$ cat src/core/lfd_params.svh
// Named constants for the loop detector channel: clock rate, times and status line widths.
`ifndef LFD_PARAMS_SVH
`define LFD_PARAMS_SVH

// Reference clock and the 1 ms tick that paces every slow timer.
`define LFD_CLK_HZ 100000000
`define LFD_TICKS_PER_S 1000

// Presence limits in minutes and the minute length in ticks.
`define LFD_SHORT_PRES_MIN 30
`define LFD_LONG_PRES_MIN 120
`define LFD_MS_PER_MIN 60000

// Pulse mode call width in ms.
`define LFD_PULSE_MS 125

// Delay in ms from an inductance change until the retune.
`define LFD_RETUNE_MS 2000

// Flash code timing in ms: lamp on, lamp off between flashes, pause after a code.
`define LFD_FLASH_ON_MS 250
`define LFD_FLASH_OFF_MS 250
`define LFD_FLASH_GAP_MS 1000

// Frequency readout: time each symbol stays up in ms and how often the sequence repeats.
`define LFD_DISP_STEP_MS 1000
`define LFD_DISP_PASSES 3
`define LFD_DISP_LAST_STEP 4

// Status line frame period and low-pulse width per fault code, all in ms.
`define LFD_STAT_PERIOD_MS 1000
`define LFD_STAT_WD_MS 100
`define LFD_STAT_OPEN_MS 200
`define LFD_STAT_SHORT_MS 300
`define LFD_STAT_CHANGE_MS 400

`endif

$ cat src/core/lfd_pkg.sv
// Types shared by the loop detector channel and its flash code generator.
package lfd_pkg;

  typedef enum logic [2:0] {
    LFD_MODE_PRES_S = 3'b000,
    LFD_MODE_PRES_L = 3'b001,
    LFD_MODE_PULSE = 3'b010,
    LFD_MODE_CALL = 3'b011,
    LFD_MODE_OFF = 3'b100
  } lfd_mode_e;

  // The code value doubles as the number of flashes in the fault sequence.
  typedef enum logic [1:0] {
    LFD_FLT_NONE = 2'b00,
    LFD_FLT_OPEN = 2'b01,
    LFD_FLT_SHORT = 2'b10,
    LFD_FLT_CHANGE = 2'b11
  } lfd_fault_e;

  typedef enum logic [1:0] {
    LFD_SYM_BLANK = 2'b00,
    LFD_SYM_DIGIT = 2'b01,
    LFD_SYM_DASH = 2'b10,
    LFD_SYM_FAULT = 2'b11
  } lfd_sym_e;

  typedef enum logic [1:0] {
    LFD_FL_IDLE = 2'b00,
    LFD_FL_ON = 2'b01,
    LFD_FL_OFF = 2'b10,
    LFD_FL_GAP = 2'b11
  } lfd_flash_state_e;

  typedef struct packed {
    logic open;
    logic shorted;
    logic change;
  } lfd_loop_fault_s;

  typedef struct packed {
    logic [1:0] level;
    logic [3:0] tens;
    logic [3:0] ones;
  } lfd_frequency_select_button_s;

  typedef struct packed {
    lfd_sym_e sym;
    logic [3:0] digit;
  } lfd_disp_s;

endpackage

$ cat src/core/lfd_flasher.sv
// Flash code generator: repeats a burst of one to three flashes followed by a pause.
`timescale 1ns/1ns
`include "lfd_params.svh"
module lfd_flasher (
  input wire logic ref_clk, // Reference clock.
  input wire logic nrst, // Asynchronous reset, active low.
  input wire logic tick_ms, // One-cycle pulse every millisecond.
  input wire logic [1:0] count, // Flashes per burst; zero stops the lamp.
  output logic led // Lamp drive, high while lit.
);

  localparam logic [11:0] ON_MS = 12'(`LFD_FLASH_ON_MS);
  localparam logic [11:0] OFF_MS = 12'(`LFD_FLASH_OFF_MS);
  localparam logic [11:0] GAP_MS = 12'(`LFD_FLASH_GAP_MS);

  lfd_pkg::lfd_flash_state_e state_q, state_d;
  logic [11:0] ms_q, ms_d;
  logic [1:0] num_q, num_d;
  logic [1:0] cnt_q, cnt_d;
  logic led_q, led_d;

  // The count is taken only at the start of a burst, so only a change of the count to zero can cut a sequence short.
  always_comb begin
    state_d = state_q;
    ms_d = ms_q;
    num_d = num_q;
    cnt_d = cnt_q;
    if (tick_ms) begin
      ms_d = ms_q + 12'h001;
    end
    case (state_q)
      lfd_pkg::LFD_FL_IDLE: begin
        if (count != 2'h0) begin
          state_d = lfd_pkg::LFD_FL_ON;
          cnt_d = count;
          num_d = 2'h1;
          ms_d = 12'h000;
        end
      end
      lfd_pkg::LFD_FL_ON: begin
        if (ms_q >= ON_MS) begin
          ms_d = 12'h000;
          state_d = (num_q == cnt_q) ? lfd_pkg::LFD_FL_GAP : lfd_pkg::LFD_FL_OFF;
        end
      end
      lfd_pkg::LFD_FL_OFF: begin
        if (ms_q >= OFF_MS) begin
          ms_d = 12'h000;
          num_d = num_q + 2'h1;
          state_d = lfd_pkg::LFD_FL_ON;
        end
      end
      lfd_pkg::LFD_FL_GAP: begin
        if (ms_q >= GAP_MS) begin
          ms_d = 12'h000;
          state_d = lfd_pkg::LFD_FL_IDLE;
        end
      end
      default: begin
        state_d = lfd_pkg::LFD_FL_IDLE;
      end
    endcase
    if (count == 2'h0) begin
      state_d = lfd_pkg::LFD_FL_IDLE;
    end
    led_d = (state_d == lfd_pkg::LFD_FL_ON);
  end

  always_ff @(posedge ref_clk or negedge nrst) begin
    if (!nrst) begin
      state_q <= lfd_pkg::LFD_FL_IDLE;
      ms_q <= 12'h000;
      num_q <= 2'h0;
      cnt_q <= 2'h0;
      led_q <= 1'b0;
    end else begin
      state_q <= state_d;
      ms_q <= ms_d;
      num_q <= num_d;
      cnt_q <= cnt_d;
      led_q <= led_d;
    end
  end

  assign led = led_q;

endmodule

$ cat src/core/lfd_channel.sv
// One detector channel: output modes, loop fault classification, indicators, display and status line.
// Function
// Frequency button starts a display cycle: level digit, dash, kHz digits, dash.
// Loop is watched continuously for open, short and sudden inductance change faults.
// While a fault is present, output and fault lamps repeat its flash code.
// While a fault is present the display shows the fault letter.
// Open gives one flash, short two, inductance change three.
// A healed open or short returns detect lamp and display to normal.
// After a fault clears the fault lamp keeps the last code; output lamp stops.
// Inductance change retunes two seconds later; fault lamp keeps its code.
// Mode button selects presence, pulse, continuous call or channel off.
// Presence has a short 30 minute and a long 120 minute variant.
// Pulse mode gives one 125 ms call pulse per arriving vehicle.
// Call mode holds the call output on without a break.
// Channel off drops detection and stops the loop oscillator.
// An option holds the status output on while the channel is off.
// Status output is held on (low) in normal operation.
// Faults go out on the status line as pulse-width codes, 10 ms accuracy.
// Each status code width is its own named constant.
// Presence call follows the vehicle and drops when the time limit runs out.
// Frequency readout is in kHz with a dash before and after the digits.
`timescale 1ns/1ns
`include "lfd_params.svh"
module lfd_channel #(
  parameter int TICK_CYCLES = `LFD_CLK_HZ / `LFD_TICKS_PER_S // Clock cycles per 1 ms tick.
) (
  input wire logic ref_clk, // 100 MHz reference clock.
  input wire logic nrst, // Asynchronous reset, active low.
  input wire logic frequency_select_button, // Front panel pin, high while pressed.
  input wire logic mode_button, // Front panel pin, high while pressed.
  input wire logic vehicle_present, // Loop sensing says a vehicle is over the loop.
  input wire lfd_pkg::lfd_loop_fault_s loop_fault, // Loop sensing fault levels.
  input wire lfd_pkg::lfd_frequency_select_button_s frequency_select_button_info, // Frequency level and loop frequency in kHz.
  input wire logic [3:0] call_strength, // Digit for the normal readout.
  input wire logic status_on_when_off, // Keep status line on while the channel is off.
  input wire logic supply_fail, // Watchdog or supply failure.
  output logic call_out, // Call to the controller, high is a call.
  output logic output_indicator, // Output lamp.
  output logic detect_indicator, // Detect lamp.
  output logic fault_indicator, // Fault lamp.
  output lfd_pkg::lfd_disp_s display, // Front display symbol.
  output logic osc_enable, // Loop oscillator enable.
  output logic retune, // One-cycle retune request.
  output lfd_pkg::lfd_mode_e mode, // Current output mode.
  output logic status_out_n // Status line to the bus interface unit, low is on.
);

  localparam int DIV_W = (TICK_CYCLES > 1) ? $clog2(TICK_CYCLES) : 1;
  localparam logic [DIV_W-1:0] DIV_LAST = DIV_W'(TICK_CYCLES - 1);
  localparam logic [22:0] SHORT_LIM = 23'(`LFD_SHORT_PRES_MIN * `LFD_MS_PER_MIN);
  localparam logic [22:0] LONG_LIM = 23'(`LFD_LONG_PRES_MIN * `LFD_MS_PER_MIN);
  localparam logic [22:0] PULSE_LIM = 23'(`LFD_PULSE_MS);
  localparam logic [10:0] RETUNE_LIM = 11'(`LFD_RETUNE_MS);
  localparam logic [9:0] STEP_LIM = 10'(`LFD_DISP_STEP_MS);
  localparam logic [9:0] STAT_LAST = 10'(`LFD_STAT_PERIOD_MS - 1);

  // Low-pulse width of the status frame; supply failure outranks loop faults.
  function automatic logic [9:0] stat_width(input logic wd, input lfd_pkg::lfd_fault_e f);
    logic [9:0] w;
    w = 10'h000;
    if (wd) begin
      w = 10'(`LFD_STAT_WD_MS);
    end else begin
      case (f)
        lfd_pkg::LFD_FLT_OPEN: w = 10'(`LFD_STAT_OPEN_MS);
        lfd_pkg::LFD_FLT_SHORT: w = 10'(`LFD_STAT_SHORT_MS);
        lfd_pkg::LFD_FLT_CHANGE: w = 10'(`LFD_STAT_CHANGE_MS);
        default: w = 10'h000;
      endcase
    end
    return w;
  endfunction

  // Button pins: two flops before anything looks at them, then a third for the edge.
  logic [1:0] fbtn_q, mbtn_q;
  logic fbtn_prev_q, mbtn_prev_q;
  always_ff @(posedge ref_clk or negedge nrst) begin
    if (!nrst) begin
      fbtn_q <= 2'h0;
      mbtn_q <= 2'h0;
      fbtn_prev_q <= 1'b0;
      mbtn_prev_q <= 1'b0;
    end else begin
      fbtn_q <= {fbtn_q[0], frequency_select_button};
      mbtn_q <= {mbtn_q[0], mode_button};
      fbtn_prev_q <= fbtn_q[1];
      mbtn_prev_q <= mbtn_q[1];
    end
  end
  logic fpress, mpress;
  assign fpress = fbtn_q[1] & ~fbtn_prev_q;
  assign mpress = mbtn_q[1] & ~mbtn_prev_q;

  // Millisecond tick divider.
  logic [DIV_W-1:0] div_q, div_d;
  logic tick_q, tick_d;
  always_comb begin
    tick_d = (div_q == DIV_LAST);
    div_d = tick_d ? '0 : div_q + DIV_W'(1);
  end
  always_ff @(posedge ref_clk or negedge nrst) begin
    if (!nrst) begin
      div_q <= '0;
      tick_q <= 1'b0;
    end else begin
      div_q <= div_d;
      tick_q <= tick_d;
    end
  end

  // Mode selection; each channel instance keeps its own.
  lfd_pkg::lfd_mode_e mode_q, mode_d;
  always_comb begin
    mode_d = mode_q;
    if (mpress) begin
      case (mode_q)
        lfd_pkg::LFD_MODE_PRES_S: mode_d = lfd_pkg::LFD_MODE_PRES_L;
        lfd_pkg::LFD_MODE_PRES_L: mode_d = lfd_pkg::LFD_MODE_PULSE;
        lfd_pkg::LFD_MODE_PULSE: mode_d = lfd_pkg::LFD_MODE_CALL;
        lfd_pkg::LFD_MODE_CALL: mode_d = lfd_pkg::LFD_MODE_OFF;
        default: mode_d = lfd_pkg::LFD_MODE_PRES_S;
      endcase
    end
  end
  always_ff @(posedge ref_clk or negedge nrst) begin
    if (!nrst) begin
      mode_q <= lfd_pkg::LFD_MODE_PRES_S;
    end else begin
      mode_q <= mode_d;
    end
  end
  logic ch_on;
  assign ch_on = (mode_q != lfd_pkg::LFD_MODE_OFF);

  // Fault classification. Open and short follow the sensing levels, so they heal by themselves;
  // an inductance change is an event that stays current until the retune.
  logic chg_q, chg_d;
  logic [10:0] chg_ms_q, chg_ms_d;
  logic retune_q, retune_d;
  lfd_pkg::lfd_fault_e cur_fault, last_q, last_d;
  always_comb begin
    if (!ch_on) begin
      cur_fault = lfd_pkg::LFD_FLT_NONE;
    end else if (loop_fault.open) begin
      cur_fault = lfd_pkg::LFD_FLT_OPEN;
    end else if (loop_fault.shorted) begin
      cur_fault = lfd_pkg::LFD_FLT_SHORT;
    end else if (chg_q) begin
      cur_fault = lfd_pkg::LFD_FLT_CHANGE;
    end else begin
      cur_fault = lfd_pkg::LFD_FLT_NONE;
    end
    chg_d = chg_q;
    chg_ms_d = chg_ms_q;
    retune_d = 1'b0;
    if (chg_q && tick_q) begin
      chg_ms_d = chg_ms_q + 11'h001;
    end
    if (chg_q && chg_ms_q >= RETUNE_LIM) begin
      chg_d = 1'b0;
      retune_d = 1'b1;
    end
    // A fresh change restarts the wait, so the retune lands on the latest inductance.
    if (ch_on && loop_fault.change) begin
      chg_d = 1'b1;
      chg_ms_d = 11'h000;
    end
    if (!ch_on) begin
      chg_d = 1'b0;
    end
    last_d = (cur_fault != lfd_pkg::LFD_FLT_NONE) ? cur_fault : last_q;
  end
  always_ff @(posedge ref_clk or negedge nrst) begin
    if (!nrst) begin
      chg_q <= 1'b0;
      chg_ms_q <= 11'h000;
      retune_q <= 1'b0;
      last_q <= lfd_pkg::LFD_FLT_NONE;
    end else begin
      chg_q <= chg_d;
      chg_ms_q <= chg_ms_d;
      retune_q <= retune_d;
      last_q <= last_d;
    end
  end
  logic faulted;
  assign faulted = (cur_fault != lfd_pkg::LFD_FLT_NONE);

  // Call output. A faulted channel calls, matching the fail-safe output, so traffic is not starved.
  logic veh;
  logic veh_q, call_q, call_d, pulse_q, pulse_d;
  logic [22:0] tmr_q, tmr_d;
  logic [22:0] pres_lim;
  assign veh = vehicle_present & ch_on & ~faulted;
  assign pres_lim = (mode_q == lfd_pkg::LFD_MODE_PRES_L) ? LONG_LIM : SHORT_LIM;
  always_comb begin
    tmr_d = tmr_q;
    pulse_d = pulse_q;
    call_d = 1'b0;
    case (mode_q)
      lfd_pkg::LFD_MODE_PRES_S, lfd_pkg::LFD_MODE_PRES_L: begin
        pulse_d = 1'b0;
        if (!veh) begin
          tmr_d = 23'h000000;
        end else if (tmr_q < pres_lim) begin
          call_d = 1'b1;
          if (tick_q) begin
            tmr_d = tmr_q + 23'h000001;
          end
        end
      end
      lfd_pkg::LFD_MODE_PULSE: begin
        if (veh && !veh_q) begin
          pulse_d = 1'b1;
          tmr_d = 23'h000000;
        end else if (pulse_q) begin
          if (tmr_q >= PULSE_LIM) begin
            pulse_d = 1'b0;
          end else if (tick_q) begin
            tmr_d = tmr_q + 23'h000001;
          end
        end
        call_d = pulse_d;
      end
      lfd_pkg::LFD_MODE_CALL: begin
        call_d = 1'b1;
        pulse_d = 1'b0;
      end
      default: begin
        call_d = 1'b0;
        pulse_d = 1'b0;
        tmr_d = 23'h000000;
      end
    endcase
    if (mode_d != mode_q) begin
      tmr_d = 23'h000000;
      pulse_d = 1'b0;
    end
    if (faulted) begin
      call_d = 1'b1;
    end
  end
  always_ff @(posedge ref_clk or negedge nrst) begin
    if (!nrst) begin
      veh_q <= 1'b0;
      call_q <= 1'b0;
      pulse_q <= 1'b0;
      tmr_q <= 23'h000000;
    end else begin
      veh_q <= veh;
      call_q <= call_d;
      pulse_q <= pulse_d;
      tmr_q <= tmr_d;
    end
  end

  // Two flash generators: the output lamp shows only a present fault, the fault lamp the last one.
  logic out_flash, flt_flash;
  lfd_flasher u_out_flash (
    .ref_clk(ref_clk),
    .nrst(nrst),
    .tick_ms(tick_q),
    .count(cur_fault),
    .led(out_flash)
  );
  lfd_flasher u_flt_flash (
    .ref_clk(ref_clk),
    .nrst(nrst),
    .tick_ms(tick_q),
    .count(last_q),
    .led(flt_flash)
  );

  logic oind_q, oind_d, dind_q, dind_d;
  always_comb begin
    oind_d = faulted ? out_flash : call_q;
    dind_d = veh;
  end
  always_ff @(posedge ref_clk or negedge nrst) begin
    if (!nrst) begin
      oind_q <= 1'b0;
      dind_q <= 1'b0;
    end else begin
      oind_q <= oind_d;
      dind_q <= dind_d;
    end
  end

  // Display sequencer for the frequency readout.
  logic seq_q, seq_d;
  logic [2:0] step_q, step_d;
  logic [1:0] pass_q, pass_d;
  logic [9:0] step_ms_q, step_ms_d;
  lfd_pkg::lfd_disp_s disp_q, disp_d;
  always_comb begin
    seq_d = seq_q;
    step_d = step_q;
    pass_d = pass_q;
    step_ms_d = step_ms_q;
    if (seq_q && tick_q) begin
      step_ms_d = step_ms_q + 10'h001;
    end
    if (seq_q && step_ms_q >= STEP_LIM) begin
      step_ms_d = 10'h000;
      if (step_q == 3'(`LFD_DISP_LAST_STEP)) begin
        step_d = 3'h0;
        if (pass_q == 2'(`LFD_DISP_PASSES - 1)) begin
          seq_d = 1'b0;
        end else begin
          pass_d = pass_q + 2'h1;
        end
      end else begin
        step_d = step_q + 3'h1;
      end
    end
    if (fpress) begin
      seq_d = 1'b1;
      step_d = 3'h0;
      pass_d = 2'h0;
      step_ms_d = 10'h000;
    end
    disp_d.sym = lfd_pkg::LFD_SYM_DIGIT;
    disp_d.digit = call_strength;
    if (!ch_on) begin
      disp_d.sym = lfd_pkg::LFD_SYM_DASH;
      disp_d.digit = 4'h0;
    end
    if (seq_q) begin
      case (step_q)
        3'h0: disp_d.digit = {2'h0, frequency_select_button_info.level};
        3'h2: disp_d.digit = frequency_select_button_info.tens;
        3'h3: disp_d.digit = frequency_select_button_info.ones;
        default: begin
          disp_d.sym = lfd_pkg::LFD_SYM_DASH;
          disp_d.digit = 4'h0;
        end
      endcase
      if (step_q == 3'h0 || step_q == 3'h2 || step_q == 3'h3) begin
        disp_d.sym = lfd_pkg::LFD_SYM_DIGIT;
      end
    end
    if (faulted) begin
      disp_d.sym = lfd_pkg::LFD_SYM_FAULT;
      disp_d.digit = 4'h0;
    end
  end
  always_ff @(posedge ref_clk or negedge nrst) begin
    if (!nrst) begin
      seq_q <= 1'b0;
      step_q <= 3'h0;
      pass_q <= 2'h0;
      step_ms_q <= 10'h000;
      disp_q <= '{sym: lfd_pkg::LFD_SYM_BLANK, digit: 4'h0};
    end else begin
      seq_q <= seq_d;
      step_q <= step_d;
      pass_q <= pass_d;
      step_ms_q <= step_ms_d;
      disp_q <= disp_d;
    end
  end

  // Status line: a fault sends a low pulse of code-specific width at the start of each frame.
  logic [9:0] frame_q, frame_d;
  logic [9:0] width;
  logic stat_q, stat_d;
  assign width = stat_width(supply_fail, cur_fault);
  always_comb begin
    frame_d = frame_q;
    if (tick_q) begin
      frame_d = (frame_q == STAT_LAST) ? 10'h000 : frame_q + 10'h001;
    end
    if (width != 10'h000) begin
      stat_d = ~(frame_q < width);
    end else if (!ch_on) begin
      stat_d = ~status_on_when_off;
    end else begin
      stat_d = 1'b0;
    end
  end
  always_ff @(posedge ref_clk or negedge nrst) begin
    if (!nrst) begin
      frame_q <= 10'h000;
      stat_q <= 1'b0;
    end else begin
      frame_q <= frame_d;
      stat_q <= stat_d;
    end
  end

  assign call_out = call_q;
  assign output_indicator = oind_q;
  assign detect_indicator = dind_q;
  assign fault_indicator = flt_flash;
  assign display = disp_q;
  assign osc_enable = ch_on;
  assign retune = retune_q;
  assign mode = mode_q;
  assign status_out_n = stat_q;

endmodule

$ cat config.mk
export PLATFORM = sky130hd
export DESIGN_NAME = lfd_channel
export DESIGN_NICKNAME = d
export VERILOG_FILES = /design/src/core/lfd_pkg.sv /design/src/core/lfd_flasher.sv /design/src/core/lfd_channel.sv
export VERILOG_INCLUDE_DIRS = /design/src /design/src/core
export SDC_FILE = /design/constraint.sdc
export NUM_CORES = 1
export LEC_CHECK = 0
export CELL_PAD_IN_SITES_DETAIL_PLACEMENT = 1
export CELL_PAD_IN_SITES_GLOBAL_PLACEMENT = 2
export CORE_UTILIZATION = 44
export DETAILED_ROUTE_END_ITERATION = 16
export DONT_BUFFER_PORTS = 1
export HOLD_SLACK_MARGIN = 0.12
export PLACE_DENSITY_LB_ADDON = 0.1
export SYNTH_ARGS = -nofsm -noshare
export SYNTH_HDL_FRONTEND = slang
export SYNTH_HIERARCHICAL = 1
export SYNTH_SLANG_ARGS = --single-unit
$ cat constraint.sdc
create_clock -name ref_clk -period 8 [get_ports ref_clk]
set_input_delay 0.8 -clock ref_clk [delete_from_list [all_inputs] [get_ports ref_clk]]
set_output_delay 0.8 -clock ref_clk [all_outputs]
set_load 0.02 [all_outputs]
======== Yosys cells after proc, flatten, opt, wreduce, memory -nomap -nowiden ========
Cells that the tools add are included.
storage, ports and cells
  word-level logic and storage cells ...... 220
  register bits after elaboration ......... 140
  output and inout port bits .............. 16
operators by class
  bitwise gates (word level) .............. 9
  muxes and demuxes ....................... 87
  $lt $le $gt $ge ......................... 9
  add/subtract/negate cells ............... 11
  equality and inequality tests ........... 34
  reduce and logical (&&, ||, !) cells .... 36
operator list
  operator                                                              number
  two-way mux 23 bit                                                    8
  two-way mux 12 bit                                                    8
  case mux 12 bit (3 select lines)                                      2
  case mux 23 bit (3 select lines)                                      1
  two-way mux 10 bit                                                    5
  two-way mux 2 bit                                                     24
  case mux 9 bit (3 select lines)                                       1
  adder 12 x 1 -> 12 bit (second input constant)                        2
  greater-or-equal comparator 12 x 10 -> 1 bit (second input constant)  2
  greater-or-equal comparator 12 x 8 -> 1 bit (second input constant)   2
  adder 23 x 1 -> 23 bit (second input constant)                        1
  greater-or-equal comparator 23 x 7 -> 1 bit (second input constant)   1
  < comparator 23 bit                                                   1
  two-way mux 11 bit                                                    2
  two-way mux 1 bit                                                     21
  adder 10 x 1 -> 10 bit (second input constant)                        2
  two-way mux 6 bit                                                     3
  adder 17 x 1 -> 17 bit (second input constant)                        1
  equality test 17 bit (second input constant)                          1
  two-way mux 17 bit                                                    1
  case mux 2 bit (4 select lines)                                       2
  nonzero test 2 bit                                                    8
  equality test 2 bit (second input constant)                           7
  equality test 3 x 2 -> 1 bit (second input constant)                  4
  36 further kinds                                                      76

======== Longest topological paths before layout ========
Gate-level depths: netlist of the first run.
  depth after elaboration ................. 11
  mapped depth ............................ 13
  depth with buffers taken out ............ 12

======== By module ========
Netlist of the first run, hierarchy kept.
by module, submodules not included
  module                     cells each  instances  area each (µm²)
  lfd_channel                607         1          5,614.1
  lfd_flasher (u_out_flash)  123         1          1,206.2
  lfd_flasher (u_flt_flash)  121         1          1,138.6

======== Worst setup path before layout of the first run ========
Ideal clock, no wire load.
  path kind ............................... reg-to-reg
  from .................................... register mode_q[0], in the netlist mode[0]
  to ...................................... register tmr_q[16]
  stages on the path, launching flop included .. 13
  path slack .............................. 4,791 ps
  arrival time ............................ 3,076 ps
  library setup time ...................... 133 ps
  buffers on the path ..................... 2
  required time ........................... 7,867 ps
  cell sequence ........................... dfrtp_1 > buf_2 > nor3b_2 > inv_1 > ha_1 > nand2_2 > or3_1 > or4_4 > a311o_1 > and3_4 > nand3_4 > buf_8 > o31ai_1
between the ends
  word-level cells in the longest chain between the ends .. 9
  elaborated cells on any way between the ends .. 26
ends and longest elaborated chain
  what                                                                         line                RTL
  from (decl)                                                                  lfd_channel.sv:112  lfd_pkg::lfd_mode_e mode_q, mode_d;
  from (signal assigned)                                                       lfd_channel.sv:127  mode_q <= lfd_pkg::LFD_MODE_PRES_S;
  from (signal assigned)                                                       lfd_channel.sv:129  mode_q <= mode_d;
  parallel branches: the longest is 9 deep, another holds < comparator 23 bit  --
  to (signal assigned)                                                         lfd_channel.sv:253  tmr_q <= tmr_d;
  to (decl)                                                                    lfd_channel.sv:192  logic [22:0] tmr_q, tmr_d;
Several ways; the timed one is not identified.
A chain may end at the register's enable or synchronous reset.

======== Final worst setup path of the first run ========
  from .................................... register mode_q[0], in the netlist mode[0]
  to ...................................... register tmr_q[20]
between the ends
  word-level cells in the longest chain between the ends .. 9
  elaborated cells on any way between the ends .. 26
ends and longest elaborated chain
  what                              line                RTL
  != test 3 bit *                   lfd_channel.sv:133  assign ch_on = (mode_q != lfd_pkg::LFD_MODE_OFF);
  via osc_enable                    lfd_channel.sv:42   output logic osc_enable,
  two-way mux 2 bit                 lfd_channel.sv:142  if (!ch_on) begin
  nonzero test 2 bit                lfd_channel.sv:187  assign faulted = (cur_fault != lfd_pkg::LFD_FLT_NONE);
  NOT 1 bit                         lfd_channel.sv:194  assign veh = vehicle_present & ch_on & ~faulted;
  bitwise AND 1 bit *               lfd_channel.sv:194
  logical AND 1 bit                 lfd_channel.sv:213  if (veh && !veh_q) begin
  two-way mux 23 bit                lfd_channel.sv:213
  case mux 23 bit (3 select lines)  lfd_channel.sv:200  case (mode_q)
  two-way mux 23 bit                lfd_channel.sv:235  if (mode_d != mode_q) begin
Mark *: on every way through the listed nets, which the timed path passes. The rest lies on a longest branch.

==> impl_metrics.py, run 1 <==
metrics = {
    "floorplan": {
        "dieArea_sq_mm": 0.0186,
        "start_util": 0.455,
        "rows": 48,
        "io_pins": 40,
        "core-area_sq_mm": 0.0175,
        "die_h_um": 136,
        "die_w_um": 136,
    },
    "cts": {
        "cts_tree": "built",
        "cts_buffers": 17,
        "cts_root_buf": "clkbuf_16",
        "path_clk_slew_ns": 0.06,
        "cts.sinks": 140,
        "clock_latency_ns": 0.42,
        "postCtsSetupBuffers": 0,
        "clockBufferDepth": 2,
        "cts-htree-levels": 4,
    },
    "final_layout": {
        "final_area_sq_mm": 0.00875,
        "nFillCells": 1976,
        "diodes": 0,
        "drive_gt1_frac": 0.0765,
        "syn2layout_area_growth_pct": 9.92,
        "fin_nets": 904,
    },
    "grt": {
        "grt_pass1_vias": 6591,
        "grt-ovfl-total": 0,
        "grt_pass1_wl_um": 33200,
        "antenna_found_initial": 0,
        "grt_use_total": 0.228,
        "grt_start_max_net_pins": 141,
    },
    "sta": {
        "finalSetupViolations": 0,
        "clock_skew_ns": 0.00790,
        "fin_crit_ns": 4.55,
        "rsz0062_at_grt": "false",
        "slew_viol_final": 0,
        "fin_crit_sh": 0.568,
        "tightest_slew_ns": 1.12,
        "hold_violations": 0,
        "setup_tns_ns": 0,
        "fin_ws_ns": 3.45,
        "max_freq_mhz": 220,
        "worst_hold_slack_ns": 0.294,
        "slew_headroom": 0.249,
    },
    "detailed_routing": {
        "highest_layer": "met4",
        "drt-initial-drc-count": 278,
        "drt-total-wl_um": 19900,
        "avgRoutedWirePerCell_um": 18.5,
        "wl_met2_um": 9640,
        "routed_via_density": 5.83,
        "wl_met3_um": 664,
        "drt-met1-wl_um": 9260,
        "postRouteAntennaNets": 0,
        "drc": 0,
        "vias": 6266,
        "firstDrtPassIters": 4,
    },
    "logic_synthesis": {
        "synth_simple_gate_area_share": 0.240,
        "synth_top_area_frac": 0.440,
        "synth-compound-area-share": 0.139,
        "synth_top_family_by_area": "simple AND/OR/NAND/NOR gates",
        "synth_area_leaders": "dfrtp_1, ha_1, nor2_1",
        "ys_types": 78,
        "synthMuxAreaShare": 0.00928,
        "synth_xor_area_frac": 0.0693,
        "netlist_area_sq_mm": 0.00796,
        "synth_adder_area_share": 0.0645,
        "syn_avg_cell_area_sq_um": 9.35,
        "syn-num-nets": 916,
        "synth_area_leader_cell": "dfrtp_1",
        "synth_edf_count": 0,
        "yosysWarnings": 6,
        "synthCells": 851,
        "ys_seq_area_frac": 0.440,
        "synthFlopType": "dfrtp_1",
        "async_reset_ff_frac": 1.00,
        "ys_ff_latch": 140,
    },
    "setup_path": {
        "slowest_stage": "dfrtp_1",
        "reg2reg_depth": 11,
        "path_cells": "nor3b_2 -> clkinv_1 -> o21ai_0 -> ha_1 -> and3b_1 -> nand2b_1 -> o31ai_1 -> or2_2 -> nand3_2 -> or4_1 -> a21oi_1",
        "worstPathRequired_ns": 8.34,
        "arrival_ns": 4.88,
        "path_max_fanout": 23,
        "startpoint_type": "register",
        "crit_type": "register to register",
        "r2r_start": "mode[0]$_DFF_PN0_",
        "startpoint": "mode[0]$_DFF_PN0_",
        "slowest_delay_ns": 0.60,
        "cp-end-kind": "register",
    },
    "placed_design": {
        "dpl-instance-area_sq_mm": 0.00809,
        "pre_cts_slack_ns": 3.45,
        "portBuffers": 0,
        "gp_congestion": 0.784,
        "dp_hpwl_um": 13800,
    },
    "power_and_ir_drop": {
        "vdd_drop_max_mv": 0.163,
        "powerDensity_mw_per_mm2": 237,
        "leakagePower_nw": 3.70,
    },
    "run": {
        "cap_violations": 0,
    },
    "worst_hold_path": {
        "holdCritPathClass": "input port to async pin",
    },
    "run_status": {
        "status": "completed",
    },
}
[registers in the layout, indices dropped and copies added (netlist names), 3 cells and up]
register          cells
frame_q              10
mode                  3
div_q                17
tmr_q                23
u_flt_flash/ms_q     12
display               6
step_ms_q            10
u_out_flash/ms_q     12
chg_ms_q             11
step_q                3
[cell families after synthesis]
logic type	after synthesis
mux	7
simple gates	379
fa+ha+maj	41
compound gates	151
flops	140
buf+inv	70
xor+xnor	63
[what timing repair did]
action | in CTS | in global routing
hold buffers | 1 | 0
endpoints found under the hold margin | 140 | 0
resized for setup | 0 | 0
[stage by stage]
step | power, mW | cells | util
final | 2.07 | 1075 | 0.501
after detailed placement | 1.21 | 1044 | 0.463
after CTS | 2.10 | 1075 | 0.501
after floorplan | 1.12 | 851 | -
after global placement | 1.18 | 1044 | 0.463
after global routing | 2.17 | 1075 | 0.501
[cells in the final DEF, fill, tap and decap left out, drive strengths merged, types with 7 or more instances in the layout]
master | Yosys | final
a21oi | 23 | 23
a31oi | 9 | 9
and3 | 19 | 19
clkbuf | 18 | 18
dfrtp | 140 | 140
ha | 41 | 41
inv | 35 | 35
nand2 | 91 | 91
nand2b | 9 | 9
nand3 | 40 | 40
nand4 | 22 | 22
nor2 | 115 | 115
nor3 | 25 | 25
nor4 | 11 | 11
o211ai | 25 | 25
o21ai | 28 | 28
o31ai | 12 | 12
o41ai | 7 | 7
or3 | 8 | 8
or4 | 7 | 7
xnor2 | 33 | 33
xor2 | 30 | 30
[metal layers]
layer | vias to the layer above | GRT usage
li1 | 2990 | -
met3 | 22 | 0.0507
met2 | 75 | 0.373
met1 | 3179 | 0.298
met5 | - | 0
met4 | 0 | 0.0772
[synthesized netlist by cell type, types with 3 or more instances]
cell type	count
o21ai_0	24
o21a_1	6
nor2b_1	5
nand4_1	21
ha_1	41
nand3b_1	5
and3_1	17
nand2_2	3
a31oi_1	9
o211a_1	3
dfrtp_1	140
or2_2	5
o22ai_1	3
mux2_2	3
o211ai_1	25
o21ai_1	3
nor3_1	25
nand2_1	88
a211oi_1	5
buf_2	7
nor2_1	115
a21oi_1	22
inv_1	35
o41ai_1	7
nor4_1	10
o31ai_1	9
nand2b_1	9
nand4b_1	3
clkbuf_1	18
xor2_1	30
or3_1	8
xnor2_1	33
o221ai_1	3
nand3_1	36
nand3_4	3
mux2i_1	4
buf_1	4
and2_1	6
or4_1	5
[worst max-delay path: cells and delay by family (launching register included)]
family                   cells  cell delay [ns]
adder cells (fa/ha/maj)      1             0.59
buffers and inverters        1             0.56
flip-flops                   1             0.60
AO/OA/AOI/OAI                3             0.67
AND/OR/NAND/NOR              6             2.04
[path summary, 6_finish.rpt]
check,to,slack (ns)
max in group asynchronous,u_out_flash/num_q[0]$_DFFE_PN0P_,7.05
worst max-delay path,tmr_q[20]$_DFFE_PN0P_,3.45
min in group ref_clk,mbtn_q[1]$_DFF_PN0_,0.35
worst max register to register,tmr_q[20]$_DFFE_PN0P_,3.45
worst min register to register,mbtn_q[1]$_DFF_PN0_,0.35
worst min-delay path,tmr_q[18]$_DFFE_PN0P_,0.29
[where the power goes]
part / internal (mW) / total (mW) / switching, mW / leakage (nW)
combinational: 0.126 / 0.398 / 0.272 / 1.54
sequential: 0.746 / 0.809 / 0.0633 / 1.86
clock: 0.556 / 0.864 / 0.308 / 0.304
[cell type report]
type	count	area, sq um	share of cell area
flip-flops and latches	140	3500	0.400
well taps	225	282	0.0322
clock buffers	18	439	0.0502
clock inverters	12	196	0.0225
repair buffers	3	42.5	0.00486
multi-input cells	641	4150	0.474
inverters	36	135	0.0154
Note: power is estimated with default switching activity, not from simulation.
==> run 2, diff against run 1 <==
--- a/config.mk
+++ b/config.mk
@@ -8,7 +8,7 @@
 export LEC_CHECK = 0
 export CELL_PAD_IN_SITES_DETAIL_PLACEMENT = 1
 export CELL_PAD_IN_SITES_GLOBAL_PLACEMENT = 2
-export CORE_UTILIZATION = 44
+export CORE_UTILIZATION = 41
 export DETAILED_ROUTE_END_ITERATION = 16
 export DONT_BUFFER_PORTS = 1
 export HOLD_SLACK_MARGIN = 0.12
==> constraint.sdc (replaced) <==
create_clock -name ref_clk -period 4.6 [get_ports ref_clk]
set_input_delay 0.46 -clock ref_clk [delete_from_list [all_inputs] [get_ports ref_clk]]
set_output_delay 0.46 -clock ref_clk [all_outputs]
set_load 0.02 [all_outputs]
==> run 2 against run 1 <==
  * Fmax rose by 19%
  * Critical path depth fell by 1
  * Sequential power rose by 73%
  * Via count rose by 0.34%
  * Die area rose by 7.2%
  * Total power rose by 75%
  * Setup slack got worse by 2.7 ns
  * Sequential cell count did not move
  * Register-to-register slack got worse by 2.7 ns
  * Sequential share of layout area fell by 0.46 points
  * Wire length fell by 0.33%
  * Worst hold slack got worse by 0.10 ns
==> impl_metrics.py, run 2 (same netlist as run 1, synthesis figures left out) <==
metrics = {
    "run_status": {
        "status": "completed",
    },
    "cts": {
        "cts_root_buf": "clkbuf_16",
        "path_clk_slew_ns": 0.06,
        "postCtsSetupBuffers": 0,
        "cts_buffers": 17,
        "cts-htree-levels": 4,
        "clockBufferDepth": 2,
        "cts_tree": "built",
        "clock_latency_ns": 0.42,
        "cts.sinks": 140,
    },
    "final_layout": {
        "final_common_cell": "dfrtp_1",
        "diodes": 0,
        "drive_gt1_frac": 0.0794,
        "top_regs": "tmr_q x23, div_q x17",
        "nFillCells": 2163,
        "syn2layout_area_growth_pct": 11.2,
        "layout_common_cells": "dfrtp_1, nor2_1, nand2_1",
        "largest-register": "tmr_q",
        "largest_reg_flops": 23,
        "final_cells": 1116,
        "fin_nets": 911,
    },
    "floorplan": {
        "io_pins": 40,
        "start_util": 0.421,
        "dieArea_sq_mm": 0.0200,
        "die_h_um": 141,
        "core-area_sq_mm": 0.0189,
        "rows": 50,
        "die_w_um": 141,
    },
    "setup_path": {
        "worstPathRequired_ns": 4.92,
        "arrival_ns": 4.14,
        "crit_type": "register to register",
        "startpoint_type": "register",
        "path_max_fanout": 23,
        "cp-end-kind": "register",
    },
    "power_and_ir_drop": {
        "powerDensity_mw_per_mm2": 409,
        "power_mw": 3.62,
        "vdd_drop_max_mv": 0.202,
        "leakagePower_nw": 3.73,
    },
    "sta": {
        "hold_violations": 0,
        "slew_headroom": 0.287,
        "max_freq_mhz": 261,
        "clock_skew_ns": 0.0115,
        "rsz0062_at_grt": "false",
        "finalSetupViolations": 0,
        "fin_crit_sh": 0.832,
        "fin_crit_ns": 3.83,
        "slew_viol_final": 0,
        "setup_tns_ns": 0,
        "tightest_slew_ns": 1.06,
    },
    "run": {
        "cap_violations": 0,
    },
    "placed_design": {
        "portBuffers": 0,
        "dp_hpwl_um": 13800,
        "gp_congestion": 0.836,
        "dp.cells": 1083,
    },
    "grt": {
        "grt_start_max_net_pins": 141,
        "grt_pass1_wl_um": 34300,
        "antenna_found_initial": 0,
        "grt_use_total": 0.217,
        "grt_pass1_vias": 6760,
        "grt-ovfl-total": 0,
    },
    "detailed_routing": {
        "postRouteAntennaNets": 0,
        "drt-total-wl_um": 19800,
        "routed_via_density": 5.63,
        "firstDrtPassIters": 4,
        "drt-initial-drc-count": 295,
        "drc": 0,
        "avgRoutedWirePerCell_um": 17.7,
        "vias": 6287,
    },
    "worst_hold_path": {
        "holdCritPathClass": "input port to register",
    },
}
## run 2: changes by cell type in the layout (fill, tap and decap cells not counted), sizes merged
cell / delta
clkinvlp: +1
inv: +1
dlygate4sd3: +3
clkinv: -3
buf: +4
## run 2: worst paths after layout
kind / slack, ns / from / end / depth (start not counted)
hold reg to reg: 0.36 / fbtn_q[0]$_DFF_PN0_ / fbtn_q[1]$_DFF_PN0_ / 0
hold / removal: 0.19 / call_strength[2] / display[2]$_DFF_PN0_ / 2
min in group asynchronous: 0.64 / nrst / div_q[2]$_DFF_PN0_ / 2
setup reg to reg: 0.77 / mode[0]$_DFF_PN0_ / tmr_q[1]$_DFFE_PN0P_ / 10
max in group asynchronous: 3.23 / nrst / tmr_q[13]$_DFFE_PN0P_ / 2
setup / recovery: 0.77 / mode[0]$_DFF_PN0_ / tmr_q[1]$_DFFE_PN0P_ / 10
## run 2: where the power goes
group | leakage, nW | internal, mW | switching (mW) | total (mW)
clock | 0.296 | 0.968 | 0.538 | 1.51
sequential | 1.86 | 1.30 | 0.107 | 1.40
combinational | 1.57 | 0.230 | 0.477 | 0.707
## run 2: worst max-delay path: stages, from the launching register on
cell and delay [ns]:
dfrtp_1 0.66, nor3b_2 0.35, inv_1 0.21, ha_1 0.37, nand2_2 0.07, or3_1 0.36
or4_4 0.52, a311o_1 0.39, nand3_2 0.40, nor2_1 0.14, o32ai_1 0.25
## run 2: what timing repair did
item | in CTS | in global routing
hold endpoints to repair | 142 | 0
endpoints found under the setup margin | 0 | 0
hold buffers | 4 | 0
gates resized for setup | 0 | 0
## run 2: layout make-up
cell class              instances  area (sq um)  share of cell area
inverters                      36           135              0.0153
clock buffers                  18           439              0.0496
clock inverters                11           194              0.0219
well taps                     260           325              0.0368
multi-input cells             641          4150               0.469
flip-flops and latches        140          3500               0.396
repair buffers                 10           103              0.0116
## run 2: metrics by stage
| stage | setup slack, ns | utilization | hold slack (ns) | area [sq um] |
|---|---|---|---|---|
| after floorplan | 1.39 | - | 0.164 | 7960 |
| after global placement | 0.936 | 0.432 | 0.169 | 8160 |
| after detailed placement | 0.779 | 0.432 | 0.170 | 8160 |
| after CTS | 0.757 | 0.468 | 0.174 | 8850 |
| after global routing | 0.588 | 0.468 | 0.180 | 8850 |
| final | 0.773 | 0.468 | 0.194 | 8850 |
## run 2: layer usage
metal  track usage  share of wire
met1         0.270           0.45
met2         0.371           0.50
met3        0.0462          0.031
met4        0.0767          0.015
met5             0              0
==> run 3, diff against run 2 <==
==> constraint.sdc (replaced) <==
create_clock -name ref_clk -period 3.9 [get_ports ref_clk]
set_input_delay 0.39 -clock ref_clk [delete_from_list [all_inputs] [get_ports ref_clk]]
set_output_delay 0.39 -clock ref_clk [all_outputs]
set_load 0.02 [all_outputs]
==> run 3 against run 2 <==
  * Via count is 0.43% higher
  * Global-route usage is 0.42 points lower
  * Setup slack worse by 0.41 ns
  * First-iteration DRC count is 0.68% lower
==> impl_metrics.py, run 3 (same netlist as run 1, synthesis figures left out) <==
metrics = {
    "run_status": {
        "status": "completed",
    },
    "detailed_routing": {
        "drt-total-wl_um": 19600,
        "drc": 0,
        "drt-initial-drc-count": 293,
        "vias": 6314,
        "firstDrtPassIters": 4,
        "postRouteAntennaNets": 0,
        "avgRoutedWirePerCell_um": 17.5,
        "routed_via_density": 5.62,
    },
    "power_and_ir_drop": {
        "powerDensity_mw_per_mm2": 477,
        "p_sw_mw": 1.32,
        "vdd_drop_max_mv": 0.354,
        "swShare": 0.312,
        "clockPowerShare": 0.408,
        "power_frac_seq": 0.383,
        "power_frac_comb": 0.209,
        "leakagePower_nw": 3.75,
        "power.internal_mw": 2.91,
    },
    "final_layout": {
        "largest-register": "tmr_q",
        "final_common_cell": "dfrtp_1",
        "layout_common_cells": "dfrtp_1, nor2_1, nand2_1",
        "drive_gt1_frac": 0.0835,
        "finish.utilization": 0.470,
        "final_cells": 1123,
        "top_regs": "tmr_q x23, div_q x17",
        "largest_reg_flops": 23,
        "nFillCells": 2174,
        "syn2layout_area_growth_pct": 11.6,
        "fin_nets": 916,
    },
    "setup_path": {
        "r2r-end": "tmr_q[1]$_DFFE_PN0P_",
        "cp-endpoint": "tmr_q[1]$_DFFE_PN0P_",
        "rrSetupSlack_ns": 0.36,
        "reg2reg_depth": 10,
        "r2r_start": "mode[2]$_DFF_PN0_",
        "worstPathRequired_ns": 4.22,
        "crit_type": "register to register",
        "startpoint_type": "register",
        "arrival_ns": 3.86,
        "path_max_fanout": 23,
        "cp-end-kind": "register",
        "startpoint": "mode[2]$_DFF_PN0_",
    },
    "floorplan": {
        "dieArea_sq_mm": 0.0200,
        "start_util": 0.421,
        "rows": 50,
        "die_w_um": 141,
        "core-area_sq_mm": 0.0189,
        "die_h_um": 141,
        "io_pins": 40,
    },
    "placed_design": {
        "dp_hpwl_um": 13700,
        "portBuffers": 0,
        "pre_cts_slack_ns": 0.368,
        "gp_congestion": 0.831,
        "dp.cells": 1086,
    },
    "sta": {
        "max_freq_mhz": 282,
        "setup_tns_ns": 0,
        "tightest_slew_ns": 1.04,
        "worst_hold_slack_ns": 0.142,
        "clock_skew_ns": 0.0122,
        "rsz0062_at_grt": "false",
        "fin_crit_ns": 3.54,
        "slew_headroom": 0.298,
        "fin_crit_sh": 0.908,
        "fin_ws_ns": 0.360,
        "finalSetupViolations": 0,
        "slew_viol_final": 0,
        "hold_violations": 0,
    },
    "grt": {
        "grt_pass1_vias": 6675,
        "grt-ovfl-total": 0,
        "grt_pass1_wl_um": 33700,
        "grt_use_total": 0.212,
        "grt_start_max_net_pins": 141,
        "antenna_found_initial": 1,
    },
    "cts": {
        "clock_latency_ns": 0.43,
        "cts_buffers": 17,
        "clockBufferDepth": 2,
        "cts-htree-levels": 4,
        "cts_root_buf": "clkbuf_16",
        "cts_tree": "built",
        "path_clk_slew_ns": 0.06,
        "cts.sinks": 140,
    },
    "run": {
        "cap_violations": 0,
    },
    "worst_hold_path": {
        "holdCritPathClass": "input port to register",
    },
}
==> run 3: power groups by stage <==
| stage | Sequential, mW | Combinational [mW] | Clock, mW |
|---|---|---|---|
| after floorplan | 1.65 | 0.643 | 0 |
| after detailed placement | 1.65 | 0.846 | 0 |
| after global routing | 1.63 | 0.976 | 1.82 |
| after global placement | 1.64 | 0.821 | 0 |
| after CTS | 1.62 | 0.890 | 1.77 |
| final | 1.62 | 0.885 | 1.73 |
==> run 3: final cells by class <==
class / instances / area [sq um] / area share
multi-input cells: 641 / 4150 / 0.467
flip-flops and latches: 140 / 3500 / 0.394
clock buffers: 19 / 453 / 0.0510
well taps: 260 / 325 / 0.0366
clock inverters: 11 / 166 / 0.0187
repair buffers: 15 / 145 / 0.0163
inverters: 36 / 135 / 0.0152
diodes: 1 / 2.50 / 0.000282
==> run 3: worst max-delay path, cell delays in order (launching register included) <==
cell	delay (ns)
dfrtp_1	0.47
nor3b_2	0.29
inv_1	0.23
ha_1	0.37
nand2_2	0.07
or3_1	0.36
or4_4	0.52
a311o_1	0.40
nand3_2	0.38
nor2_1	0.14
o32ai_1	0.23
==> run 3: worst min-delay path by stage <==
| stage | slack [ns] | end | start | depth (start not counted) |
|---|---|---|---|---|
| after floorplan | 0.09 | call_out$_DFF_PN0_ | nrst | 0 |
| after global placement | 0.1 | div_q[11]$_DFF_PN0_ | nrst | 0 |
| after detailed placement | 0.1 | div_q[11]$_DFF_PN0_ | nrst | 0 |
| after CTS | 0.12 | display[3]$_DFF_PN0_ | call_strength[3] | 2 |
| after global routing | 0.15 | chg_q$_DFFE_PN0P_ | loop_fault[0] | 2 |
| final | 0.14 | display[3]$_DFF_PN0_ | call_strength[3] | 2 |
==> run 3: what timing repair did <==
action | in CTS | in global routing
gates resized for setup | 0 | 0
hold buffers | 6 | 0
buffers inserted | 0 | 0
setup endpoints to repair | 0 | 0
hold endpoints to repair | 144 | 0
==> run 3: through the flow <==
| stage | total power [mW] | instance area [sq um] |
|---|---|---|
| finish | 4.23 | 8880 |
| global route | 4.43 | 8880 |
| CTS | 4.28 | 8880 |
| detailed placement | 2.50 | 8180 |
| global placement | 2.46 | 8180 |
| floorplan | 2.29 | 7960 |
==> run 3: per-layer routing <==
| layer | wire (um) | global-route usage | share of wire | up-vias |
|---|---|---|---|---|
| li1 | - | - | - | 3019 |
| met4 | 241 | 0.0641 | 0.012 | 0 |
| met5 | 0 | 0 | 0 | - |
| met3 | 639 | 0.0516 | 0.033 | 21 |
| met1 | 9000 | 0.270 | 0.46 | 3211 |
| met2 | 9730 | 0.356 | 0.50 | 63 |
